## src/swt_defines.svh

```systemverilog
// Timing constants for the supply watchdog timer.
`ifndef SWT_DEFINES_SVH
`define SWT_DEFINES_SVH
// Clock rate in kHz (200 MHz)
`define SWT_CLK_KHZ 200000
// Times in microseconds, typical figures
`define SWT_RESET_DELAY_US 8500
`define SWT_IGNORE_TIME_US 16000
`define SWT_KICK_DEADLINE_US 48000
`define SWT_FAULT_PULSE_US 8000
`define SWT_FILTER_MIN_US 100
`define SWT_FILTER_MAX_US 500
// Cycles derived from the times
`define SWT_CYC(us) ((us) * (`SWT_CLK_KHZ / 1000))
// Oscillator tick: one enable per microsecond
`define SWT_TICK_DIV (`SWT_CLK_KHZ / 1000)
// Filter qualification in ticks, between the min and max figures
`define SWT_FILTER_TICKS 200
`endif

```

## src/swt_pkg.sv

```systemverilog
// Types for the supply watchdog timer.
package swt_pkg;
  typedef enum logic [2:0] {
    SWT_RESET_DELAY,
    SWT_IGNORE,
    SWT_TRIGGER,
    SWT_FAULT,
    SWT_DISABLED
  } swt_state_t;
endpackage

```

## src/swt_tick_if.sv

```systemverilog
// Oscillator tick carrier between the timebase and the watchdog core.
`timescale 1ns/1ps
interface swt_tick_if;
  logic tick;
  modport src (output tick);
  modport dst (input tick);
endinterface

```

## src/swt_timebase.sv

```systemverilog
// Free-running internal timebase producing a 1 us enable pulse.
`timescale 1ns/1ps
`include "swt_defines.svh"
module swt_timebase #(
  parameter int DIV = `SWT_TICK_DIV
) (
  // Clock and reset
  input wire logic mclk,
  input wire logic rst_n,
  // Tick out
  swt_tick_if.src tb
);
  import swt_pkg::*;
  typedef struct packed {
    logic [15:0] cnt;
    logic tick;
  } swt_tb_t;
  swt_tb_t st_r, st_nxt;

  // Refuse divisors that the 16-bit counter cannot serve
  if (DIV < 2 || DIV > 65535) begin : g_bad_div
    $error("swt_timebase: bad DIV");
  end

  // -----------------------------------------------------------
  // Divider
  // -----------------------------------------------------------
  // Free-running count, never restarted by the watchdog
  always_comb begin
    st_nxt = st_r;
    st_nxt.tick = 1'b0;
    if (st_r.cnt == 16'(DIV - 1)) begin
      st_nxt.cnt = 16'h0000;
      st_nxt.tick = 1'b1;
    end else begin
      st_nxt.cnt = st_r.cnt + 16'h0001;
    end
  end

  always_ff @(posedge mclk) begin
    if (!rst_n) begin
      st_r <= '0;
    end else begin
      st_r <= st_nxt;
    end
  end

  assign tb.tick = st_r.tick;
endmodule

```

## src/swt_watchdog.sv

```systemverilog
// Supply watchdog timer core with shared active-low fault/reset output.
`timescale 1ns/1ps
`include "swt_defines.svh"
module swt_watchdog #(
  parameter int RESET_DELAY_TICKS = `SWT_RESET_DELAY_US,
  parameter int IGNORE_TICKS = `SWT_IGNORE_TIME_US,
  parameter int DEADLINE_TICKS = `SWT_KICK_DEADLINE_US,
  parameter int FAULT_TICKS = `SWT_FAULT_PULSE_US,
  parameter int FILTER_TICKS = `SWT_FILTER_TICKS,
  parameter int TICK_DIV = `SWT_TICK_DIV
) (
  // Clock and reset
  input wire logic mclk,
  input wire logic rst_n,
  // Supply monitor: high while output voltage is below threshold
  input wire logic supply_low,
  // Kick input: logic level and mid-level disable detector
  input wire logic kick_input,
  input wire logic disable_level,
  // Shared fault/reset pin, open drain
  output logic shared_fault_out,
  output logic shared_fault_oe_n,
  // Status
  output swt_pkg::swt_state_t wd_state
);
  import swt_pkg::*;

  localparam int TW = 16;

  typedef struct packed {
    swt_state_t state;
    logic [TW-1:0] tmr;
    logic [TW-1:0] flt;
    logic kick_s1;
    logic kick_s2;
    logic kick_s3;
    logic dis_s1;
    logic dis_s2;
    logic dis_q;
    logic fault_oe_n;
  } swt_st_t;

  swt_st_t st_r, st_nxt;
  swt_tick_if tbi();

  // Refuse counts the 16-bit timers or the filter window cannot serve
  if (RESET_DELAY_TICKS < 1 || RESET_DELAY_TICKS > 65535 ||
      IGNORE_TICKS < 1 || IGNORE_TICKS > 65535 ||
      DEADLINE_TICKS < 1 || DEADLINE_TICKS > 65535 ||
      FAULT_TICKS < 1 || FAULT_TICKS > 65535 ||
      FILTER_TICKS < 100 || FILTER_TICKS > 499) begin : g_bad_timing
    $error("swt_watchdog: timing parameter out of range");
  end

  // Microsecond enable from the internal timebase
  swt_timebase #(.DIV(TICK_DIV)) u_tb (
    .mclk(mclk),
    .rst_n(rst_n),
    .tb(tbi.src)
  );

  function automatic logic [TW-1:0] tk(input int n);
    return TW'(n - 1);
  endfunction

  // -----------------------------------------------------------
  // Next-state logic
  // -----------------------------------------------------------
  logic fall;
  always_comb begin
    st_nxt = st_r;
    // Two-stage synchroniser, edge on stages two and three
    st_nxt.kick_s1 = kick_input;
    st_nxt.kick_s2 = st_r.kick_s1;
    st_nxt.kick_s3 = st_r.kick_s2;
    st_nxt.dis_s1 = disable_level;
    st_nxt.dis_s2 = st_r.dis_s1;
    fall = st_r.kick_s3 & ~st_r.kick_s2; // Only falling edges count
    // Mode filter: level must persist FILTER_TICKS us
    if (st_r.dis_s2 == st_r.dis_q) begin
      st_nxt.flt = '0;
    end else if (tbi.tick) begin
      if (st_r.flt == tk(FILTER_TICKS)) begin
        st_nxt.dis_q = st_r.dis_s2;
        st_nxt.flt = '0;
      end else begin
        st_nxt.flt = st_r.flt + 1'b1;
      end
    end
    if (tbi.tick) st_nxt.tmr = st_r.tmr + 1'b1;
    unique case (st_r.state)
      SWT_RESET_DELAY: begin
        // Low for typ 8.5 ms, then release and ignore, or go to disabled if the filtered mode is disabled
        if (tbi.tick && st_r.tmr == tk(RESET_DELAY_TICKS)) begin
          st_nxt.state = st_r.dis_q ? SWT_DISABLED : SWT_IGNORE;
          st_nxt.tmr = '0;
        end
      end
      SWT_IGNORE: begin
        if (st_r.dis_q) begin
          st_nxt.state = SWT_DISABLED;
        end else if (tbi.tick && st_r.tmr == tk(IGNORE_TICKS)) begin
          st_nxt.state = SWT_TRIGGER;
          st_nxt.tmr = '0;
        end
      end
      SWT_TRIGGER: begin
        if (st_r.dis_q) begin
          st_nxt.state = SWT_DISABLED;
        end else if (fall) begin
          st_nxt.tmr = '0; // Restart deadline
        end else if (tbi.tick && st_r.tmr == tk(DEADLINE_TICKS)) begin
          st_nxt.state = SWT_FAULT;
          st_nxt.tmr = '0;
        end
      end
      SWT_FAULT: begin
        // Pulse completes even if disabled meanwhile; only a supply fault cuts it short
        if (tbi.tick && st_r.tmr == tk(FAULT_TICKS)) begin
          st_nxt.state = st_r.dis_q ? SWT_DISABLED : SWT_IGNORE;
          st_nxt.tmr = '0;
        end
      end
      SWT_DISABLED: begin
        st_nxt.tmr = '0;
        if (!st_r.dis_q) st_nxt.state = SWT_IGNORE;
      end
    endcase
    // Supply fault overrides everything and restarts delay
    if (supply_low) begin
      st_nxt.state = SWT_RESET_DELAY;
      st_nxt.tmr = '0;
    end
    // One shared active-low output for both causes
    st_nxt.fault_oe_n = !((st_nxt.state == SWT_RESET_DELAY) ||
                          (st_nxt.state == SWT_FAULT));
  end

  // -----------------------------------------------------------
  // State register
  // -----------------------------------------------------------
  always_ff @(posedge mclk) begin
    if (!rst_n) begin
      st_r <= '0;
      st_r.state <= SWT_RESET_DELAY;
      st_r.fault_oe_n <= 1'b0;
      st_r.kick_s1 <= 1'b1;
      st_r.kick_s2 <= 1'b1;
      st_r.kick_s3 <= 1'b1;
    end else begin
      st_r <= st_nxt;
    end
  end

  // Output pulls low with enable low; released pin floats high.
  // Enable is held in its own flop so the pin has no logic in front
  assign shared_fault_out = 1'b0;
  assign shared_fault_oe_n = st_r.fault_oe_n;
  assign wd_state = st_r.state;

  // -----------------------------------------------------------
  // Assertions
  // -----------------------------------------------------------
  property p_pin_low_states;
    @(posedge mclk) disable iff (!rst_n)
      (st_r.state == SWT_RESET_DELAY || st_r.state == SWT_FAULT)
      == !shared_fault_oe_n;
  endproperty
  a_pin_low_states: assert property (p_pin_low_states)
    else $error("pin drive does not match state");

  property p_disabled_high;
    @(posedge mclk) disable iff (!rst_n)
      st_r.state == SWT_DISABLED |-> shared_fault_oe_n;
  endproperty
  a_disabled_high: assert property (p_disabled_high)
    else $error("pin low while disabled");

  property p_kick_restart;
    @(posedge mclk) disable iff (!rst_n)
      st_r.state == SWT_TRIGGER && fall && !st_r.dis_q && !supply_low
      |=> st_r.tmr == '0;
  endproperty
  a_kick_restart: assert property (p_kick_restart)
    else $error("kick did not restart deadline");

  property p_supply_override;
    @(posedge mclk) disable iff (!rst_n)
      supply_low |=> st_r.state == SWT_RESET_DELAY && !shared_fault_oe_n;
  endproperty
  a_supply_override: assert property (p_supply_override)
    else $error("supply fault not overriding");

  property p_fault_to_ignore;
    @(posedge mclk) disable iff (!rst_n)
      st_r.state == SWT_FAULT && st_nxt.state != SWT_FAULT && !supply_low
      && !st_r.dis_q |=> st_r.state == SWT_IGNORE;
  endproperty
  a_fault_to_ignore: assert property (p_fault_to_ignore)
    else $error("fault end did not start ignore");

  property p_reenable;
    @(posedge mclk) disable iff (!rst_n)
      st_r.state == SWT_DISABLED && !st_r.dis_q && !supply_low
      |=> st_r.state == SWT_IGNORE;
  endproperty
  a_reenable: assert property (p_reenable)
    else $error("re-enable did not start ignore");

  property p_filter_hold;
    @(posedge mclk) disable iff (!rst_n)
      $changed(st_r.dis_q) |-> $past(st_r.dis_s2) == st_r.dis_q &&
      $past(st_r.flt) == TW'(FILTER_TICKS - 1);
  endproperty
  a_filter_hold: assert property (p_filter_hold)
    else $error("mode changed without full filter");

  property p_ignore_to_trigger;
    @(posedge mclk) disable iff (!rst_n)
      $rose(st_r.state == SWT_TRIGGER) |-> $past(st_r.state) == SWT_IGNORE
      && $past(st_r.tmr) == TW'(IGNORE_TICKS - 1);
  endproperty
  a_ignore_to_trigger: assert property (p_ignore_to_trigger)
    else $error("trigger period opened early");

  property p_fault_entry;
    @(posedge mclk) disable iff (!rst_n)
      $rose(st_r.state == SWT_FAULT) |-> $past(st_r.state) == SWT_TRIGGER
      && $past(st_r.tmr) == TW'(DEADLINE_TICKS - 1);
  endproperty
  a_fault_entry: assert property (p_fault_entry)
    else $error("fault without expired deadline");
endmodule
```

## config.mk

```make
export PLATFORM = sky130hd
export DESIGN_NAME = swt_watchdog
export DESIGN_NICKNAME = d
export VERILOG_FILES = /design/src/swt_pkg.sv /design/src/swt_tick_if.sv /design/src/swt_timebase.sv /design/src/swt_watchdog.sv
export VERILOG_INCLUDE_DIRS = /design/src /design/src/src
export SDC_FILE = /design/constraint.sdc
export NUM_CORES = 1
export LEC_CHECK = 0
export BUFFER_PORTS_ARGS = -buffer_cell sky130_fd_sc_hd__buf_2
export CAP_MARGIN = 20
export CORE_AREA = 2 2 68 118
export CTS_BUF_LIST = sky130_fd_sc_hd__clkbuf_8
export DETAILED_ROUTE_END_ITERATION = 6
export DIE_AREA = 0 0 70 120
export PLACE_DENSITY = 0.61
export REMOVE_ABC_BUFFERS = 1
export SYNTH_ARGS = -nofsm -noshare
export SYNTH_HDL_FRONTEND = slang
export SYNTH_SLANG_ARGS = --single-unit
export TNS_END_PERCENT = 10
```

## constraint.sdc

```tcl
create_clock -name mclk -period 4.7 [get_ports mclk]
set_input_delay 0.47 -clock mclk [delete_from_list [all_inputs] [get_ports mclk]]
set_output_delay 0.47 -clock mclk [all_outputs]
set_load 0.02 [all_outputs]
```

======== Word-level counts from Yosys, hierarchy flattened ========
Cells that the tools add are included.
Widths: inputs -> output; s select.
cells by class
  add/sub/neg operators ................... 3
  equality and inequality tests ........... 12
  muxes and demuxes ....................... 17
  bitwise gates (word level) .............. 4
  reductions and logical operators ........ 12
operator list
  kind                   count
  $mux 19                5
  $pmux 19 s5            1
  $mux 16                5
  $add 16x1->16 const B  3
  $eq 16x14->1 const B   2
  $eq 16x8->1 const B    2
  $eq 16x13->1 const B   1
  $eq 16x16->1 const B   1
  $mux 3                 5
  $eq 3x2->1 const B     3
  $logic_not 3->1        2
  $reduce_or 2->1        3
  $logic_and 1x1->1      4
  $eq 3x1->1 const B     1
  $eq 3x3->1 const B     1
  $not 1->1              3
  $reduce_and 3->1       1
  $and 1x1->1            1
  $eq 1x1->1             1
  $logic_not 1->1        1
  $logic_or 1x1->1       1
  $mux 1                 1
storage, ports and cells
  flip-flop bits (word level) ............. 59
  output and inout port bits .............. 5
  word-level logic and storage cells ...... 60

======== Longest topological paths before layout ========
  depth in word-level cells ............... 10
  gate-level depth with buffers ........... 8
  gate-level depth less buffers ........... 7

======== Cells and area by module ========
From an unflattened synthesis, not the netlist that was laid out.
second synthesis, totals
  cell total of the unflattened synthesis .. 334
  area total of the unflattened synthesis .. 2850.2 sq um
modules (own cells, without submodules)
  module        instances  cells an instance  area an instance (sq um)
  swt_watchdog  1          249                2109.5
  swt_timebase  1          85                 740.7

======== Least setup slack after synthesis ========
Ideal clock, no wire load.
  path kind ............................... register -> register
  from .................................... register st_r[23] (netlist name)
  to ...................................... register st_r, in the netlist shared_fault_oe_n
  library setup time ...................... 0.079 ns
  arrival time ............................ 1.770 ns
  slack ................................... 2.852 ns
  stages on the path, launching flop included .. 8
  period minus slack after synthesis ...... 1.848 ns
  path through ............................ dfxtp_1 ha_1 nand4_4 nor3_4 nand4b_1 a221o_1 or2_1 o221ai_2
on the way
  word-level cells in the longest chain between the ends .. 10
  elaborated cells between the ends (all ways) .. 21
  those cells by class .................... eq/ne: 5; mux: 9; reduce/logical: 7
RTL lines
  item                                           RTL line                                  RTL
  from (decl)                                    swt_watchdog.sv:43                        swt_st_t st_r, st_nxt;
  from (signal assigned)                         swt_watchdog.sv:151                       st_r <= st_nxt;
  $eq 16x16->1                                   swt_watchdog.sv:112                       end else if (tbi.tick && st_r.tmr == tk(DEADLINE_TICKS)) begin
  $logic_and 1x1->1                              swt_watchdog.sv:112
  $mux 19                                        swt_watchdog.sv:112
  $mux 3                                         swt_watchdog.sv:110                       end else if (fall) begin
  $mux 3                                         swt_watchdog.sv:108                       if (st_r.dis_q) begin
  $pmux 19 s5 *                                  swt_watchdog.sv:91                        unique case (st_r.state)
  $mux 19 *                                      swt_watchdog.sv:130                       if (supply_low) begin
  $eq 3x2->1 or $logic_not 3->1 (tied branches)  swt_watchdog.sv:136, swt_watchdog.sv:135
  $logic_or 1x1->1 *                             swt_watchdog.sv:135                       st_nxt.fault_oe_n = !((st_nxt.state == SWT_RESET_DELAY) ||
  $logic_not 1->1 *                              swt_watchdog.sv:135
Every way passes the cells marked *; elsewhere a longest branch is shown, timed or not.
A chain may end at the register's enable or synchronous reset.

======== Worst setup path after layout ========
  from .................................... register st_r[31] (netlist name)
  to ...................................... register st_r[35] (netlist name)
on the way
  word-level cells in the longest chain between the ends .. 6
  elaborated cells between the ends (all ways) .. 18
  those cells by class .................... add/sub: 1; eq/ne: 4; mux: 9; reduce/logical: 4
RTL lines
  item                                           RTL line
  $add 16x1->16 or $eq 16x16->1 (tied branches)  swt_watchdog.sv:90, swt_watchdog.sv:112
  $mux 16 or $logic_and 1x1->1 (tied branches)   swt_watchdog.sv:90, swt_watchdog.sv:112
  $mux 19                                        swt_watchdog.sv:112
  $mux 16                                        swt_watchdog.sv:110
  $mux 16                                        swt_watchdog.sv:108
  $pmux 19 s5 *                                  swt_watchdog.sv:91
Marked as above.

==> summary by stage <==
Status
The run finished with clean final reports.

Setup path
The number of buffer and inverter instances along the worst setup path is 0. STA classifies the critical path endpoint as a register. The kind of cell with the highest combined delay along the critical path is compound AO/OA/AOI/OAI gates.

The endpoint identified for the worst register-to-register timing path is st_r[35]. The critical path startpoint is st_r[31]. The signal on the critical path passes through nand2_1, nor4_1, a21oi_1, o21ai_0, a311o_1, nor2_1. The cell count of the worst reg-to-reg path is 6. For flop-to-flop paths, the worst setup slack is 2.45 ns. The type of the setup path with the least slack is register to register. In this run the critical register-to-register path is launched from st_r[31]. The element type at the critical path start is a register.

The arrival time at the worst endpoint is 2.45 ns. The critical-path maximum fanout is 16. The worst path required time is 4.90 ns.

On the worst path, the slowest cell contributes a delay of 0.60 ns. The highest-delay cell along the critical path is sky130_fd_sc_hd__a311o_1. The most critical setup path has its endpoint at st_r[35].

The number of gates on the worst path with buffers counted is 6.

Clock network
Gates resized during post-CTS repair numbered 0. The clock drives 59 sinks. The clock passes through at most 2 buffers. The clock tree synthesis step divided the H-tree into 3 levels.

Once the clock tree was built, the setup fixing pass inserted 0 buffers. After clock tree synthesis, the clock-pin slew on the worst setup and hold paths is 0.07 ns. The buffer type at the clock tree root is sky130_fd_sc_hd__clkbuf_8. The number of buffers inserted for hold repair after clock tree synthesis is 0. At the later pin of the worst-skew pair, clock insertion delay measures 0.33 ns.

TritonCTS built the clock tree. The number of buffers added by the clock tree synthesis step is 9.

STA
Of the available clock period, the critical path in the final layout requires 0.478. Setup repair after global routing left no endpoint under its margin. The final hold violation count was 0. The final count of pins violating max slew came to 0. The final-report setup violation count is 0. Clock skew on the completed layout was measured at 0.00553 ns. Setup slack closes at 2.45 ns. The maximum frequency from static timing analysis is 445 MHz.

Measured against its own limit, the worst slew margin works out to 0.574. The setup total negative slack is 0 ns. The routed design could run at a clock period as short as 2.25 ns.

Final hold analysis gives a worst-case slack of 0.318 ns. For the pin with the worst max-slew slack, the measured transition is 0.639 ns.

Routing
The number of detailed-routing iterations run before antenna repair is 4. For this block, the initial DRC count from the detailed router was 185. The count of nets left with antenna violations after detail routing is 0.

In the final routed layout, each cell accounts on average for 12.6 um. The via count normalized by instance count is 5.11. Across all layers, the routed design uses 2,136 vias. The overall routed net length is 5.27 mm.

The final routed DRC violation total is 0.

Yosys
The number of warnings issued by yosys is 0. Counting flops with a built-in enable in the synthesized netlist gives 0. The share of the Yosys chip area taken by registers is 0.428. The most used flip-flop cell after synthesis is sky130_fd_sc_hd__dfxtp_1. The post-synthesis register bit count is 59.

A synthesized cell averages 8.71 sq um. In this run, distinct cell masters in the synthesized netlist total 45. Counting every instance in the synthesized netlist gives 317. The share of synthesized registers carrying an async set or reset is 0. The post-synthesis instance area is 2760 sq um.

GRT
The pin count of the biggest net entering global routing is 17. The initial antenna violation count is 0. The total track usage is 0.140. The global-route wire length before repair is 9.34 mm.

The total congestion overflow is 0. The number of global-route vias before repair is 2,076.

Layout
After filler insertion, the fill cell instance count of the layout stands at 757. Of the cells placed in the final design, the portion with a size suffix greater than 1 is 0.100. The synthesis-to-layout area growth is 11.0%. The final net count is 333. The final standard cell count with taps included and fillers excluded is 418. The count of inserted antenna diode cells is 0.

Floorplanning
The count of pins on the block boundary is 10. The horizontal extent of the die is 70 um. From bottom edge to top edge, the die measures 120 um.

After floorplanning, the core was divided into 42 placement rows. The floorplan step defined a core boundary enclosing 7460 sq um. The effective utilization at floorplan is 0.370. The area enclosed by the die boundary is 8400 sq um.

Power and ir drop
The total power of the final layout is 1.04 mW. Summed over all cells, the static leakage comes to 1.12 nW. The power per cell area is 340 nW/um^2.

VDD sags by at most 0.000185 V.

Run
The tool flagged a number of max-cap violations equal to 0.

Hold path
The worst hold path belongs to the class input pin to register.

Placed design
The worst slack at placement is 2.45 ns. The cell count after placement is 402. The port buffer count is 8. Routability-driven placement finished with a final weighted congestion of 0.813. The placed wire-length estimate is 3.72 mm.
==> per-layer routing <==
layer,track usage,vias to the layer above,wire length [um]
met1,0.151,998,2230
met4,0.0829,0,60
li1,-,1104,-
met3,0.0403,4,200
met2,0.239,30,2780
met5,0,-,0
==> placed cells by master, fill, tap and decap left out, types with 2 or more instances in the layout <==
| cell | Yosys | layout |
|---|---|---|
| sky130_fd_sc_hd__and3_1 | 8 | 8 |
| sky130_fd_sc_hd__nor2_1 | 60 | 60 |
| sky130_fd_sc_hd__xnor2_1 | 13 | 13 |
| sky130_fd_sc_hd__xor2_1 | 29 | 29 |
| sky130_fd_sc_hd__a21o_2 | 2 | 2 |
| sky130_fd_sc_hd__and4_1 | 5 | 5 |
| sky130_fd_sc_hd__o21ai_1 | 3 | 3 |
| sky130_fd_sc_hd__nand4_1 | 16 | 16 |
| sky130_fd_sc_hd__or3_1 | 3 | 3 |
| sky130_fd_sc_hd__nor3b_1 | 2 | 2 |
| sky130_fd_sc_hd__buf_2 | 4 | 8 |
| sky130_fd_sc_hd__dfxtp_1 | 59 | 59 |
| sky130_fd_sc_hd__a21oi_1 | 8 | 8 |
| sky130_fd_sc_hd__nand4b_1 | 2 | 2 |
| sky130_fd_sc_hd__inv_1 | 5 | 6 |
| sky130_fd_sc_hd__nand3_1 | 12 | 12 |
| sky130_fd_sc_hd__and2_1 | 6 | 6 |
| sky130_fd_sc_hd__ha_1 | 3 | 3 |
| sky130_fd_sc_hd__o21ai_0 | 5 | 5 |
| sky130_fd_sc_hd__bufinv_16 | 0 | 2 |
| sky130_fd_sc_hd__o21a_1 | 2 | 2 |
| sky130_fd_sc_hd__nor4b_1 | 2 | 2 |
| sky130_fd_sc_hd__nand2_1 | 27 | 27 |
| sky130_fd_sc_hd__clkbuf_8 | 1 | 11 |
| sky130_fd_sc_hd__and2b_2 | 3 | 3 |
| sky130_fd_sc_hd__nand2b_1 | 3 | 3 |
| sky130_fd_sc_hd__nor3_1 | 5 | 5 |
| sky130_fd_sc_hd__mux2i_1 | 3 | 3 |
| sky130_fd_sc_hd__nor4_1 | 5 | 5 |
==> cells by family after synthesis <==
group | Yosys count | synth area share
adders and majority gates | 3 | 0.0136
buffers and inverters | 16 | 0.0340
xor gates and xnor gates | 42 | 0.133
AOI/OAI and AO/OA | 26 | 0.0625
muxes | 3 | 0.0109
other | 1 | 0.00136
and+or+nand+nor | 167 | 0.317
DFF | 59 | 0.428
==> worst register-to-register path, delay by kind of cell (launching register included) <==
| family | cells | cell delay (ns) |
|---|---|---|
| AO/OA/AOI/OAI | 3 | 0.89 |
| AND/OR/NAND/NOR | 3 | 0.72 |
| flip-flops | 1 | 0.49 |
==> cell type report <==
| class | count | area [sq um] | area share |
|---|---|---|---|
| timing repair buffer | 8 | 40.0 | 0.0131 |
| tap | 88 | 110 | 0.0359 |
| clock inverter | 5 | 76.3 | 0.0249 |
| clock buffer | 11 | 151 | 0.0494 |
| inverter | 5 | 18.8 | 0.00612 |
| sequential | 59 | 1180 | 0.385 |
| multi-input combinational | 242 | 1490 | 0.485 |
==> state kept, by name (all words and copies together) (netlist names) <==
register	flops
st_nxt	3
u_tb.st_r	16
wd_state	3
shared_fault_oe_n	1
u_tb.tb.tick	1
st_r	35
==> cells in the mapped netlist (all sizes together), types with 4 or more instances <==
cell	count	area (sq um)
nor2	60	225
dfxtp	59	1180
and3	8	50.1
nand3	12	60.1
nand4	17	121
xnor2	13	114
and2	6	37.5
and4	5	43.8
nor3	6	41.3
nand2	27	101
buf	9	57.6
inv	5	18.8
o21ai	9	48.8
nor4	5	31.3
a21oi	8	40.0
xor2	29	254
or3	4	30.0
==> where the power goes <==
group | internal (mW) | total [mW] | switching, mW
clock network | 0.325 | 0.521 | 0.197
logic | 0.00583 | 0.0161 | 0.0102
registers | 0.504 | 0.506 | 0.00211
==> metrics by stage <==
step | cell area, sq um | utilization
2_1_floorplan | 2690 | -
3_3_place_gp | 2840 | 0.380
3_5_place_dp | 2840 | 0.380
4_1_cts | 3070 | 0.411
5_1_grt | 3070 | 0.411
6_report | 3070 | 0.411
==> how the worst min path moves through the flow <==
stage	from	to	slack (ns)	depth (start not counted)
floorplan	st_nxt[5]	st_nxt[4]	0.39	1
global placement	st_nxt[5]	st_nxt[4]	0.40	1
detailed placement	st_nxt[5]	st_nxt[4]	0.40	1
CTS	kick_input	st_nxt[5]	0.29	2
global route	kick_input	st_nxt[5]	0.30	2
finish	kick_input	st_nxt[5]	0.32	2
Power figures use the tool's default switching activity.
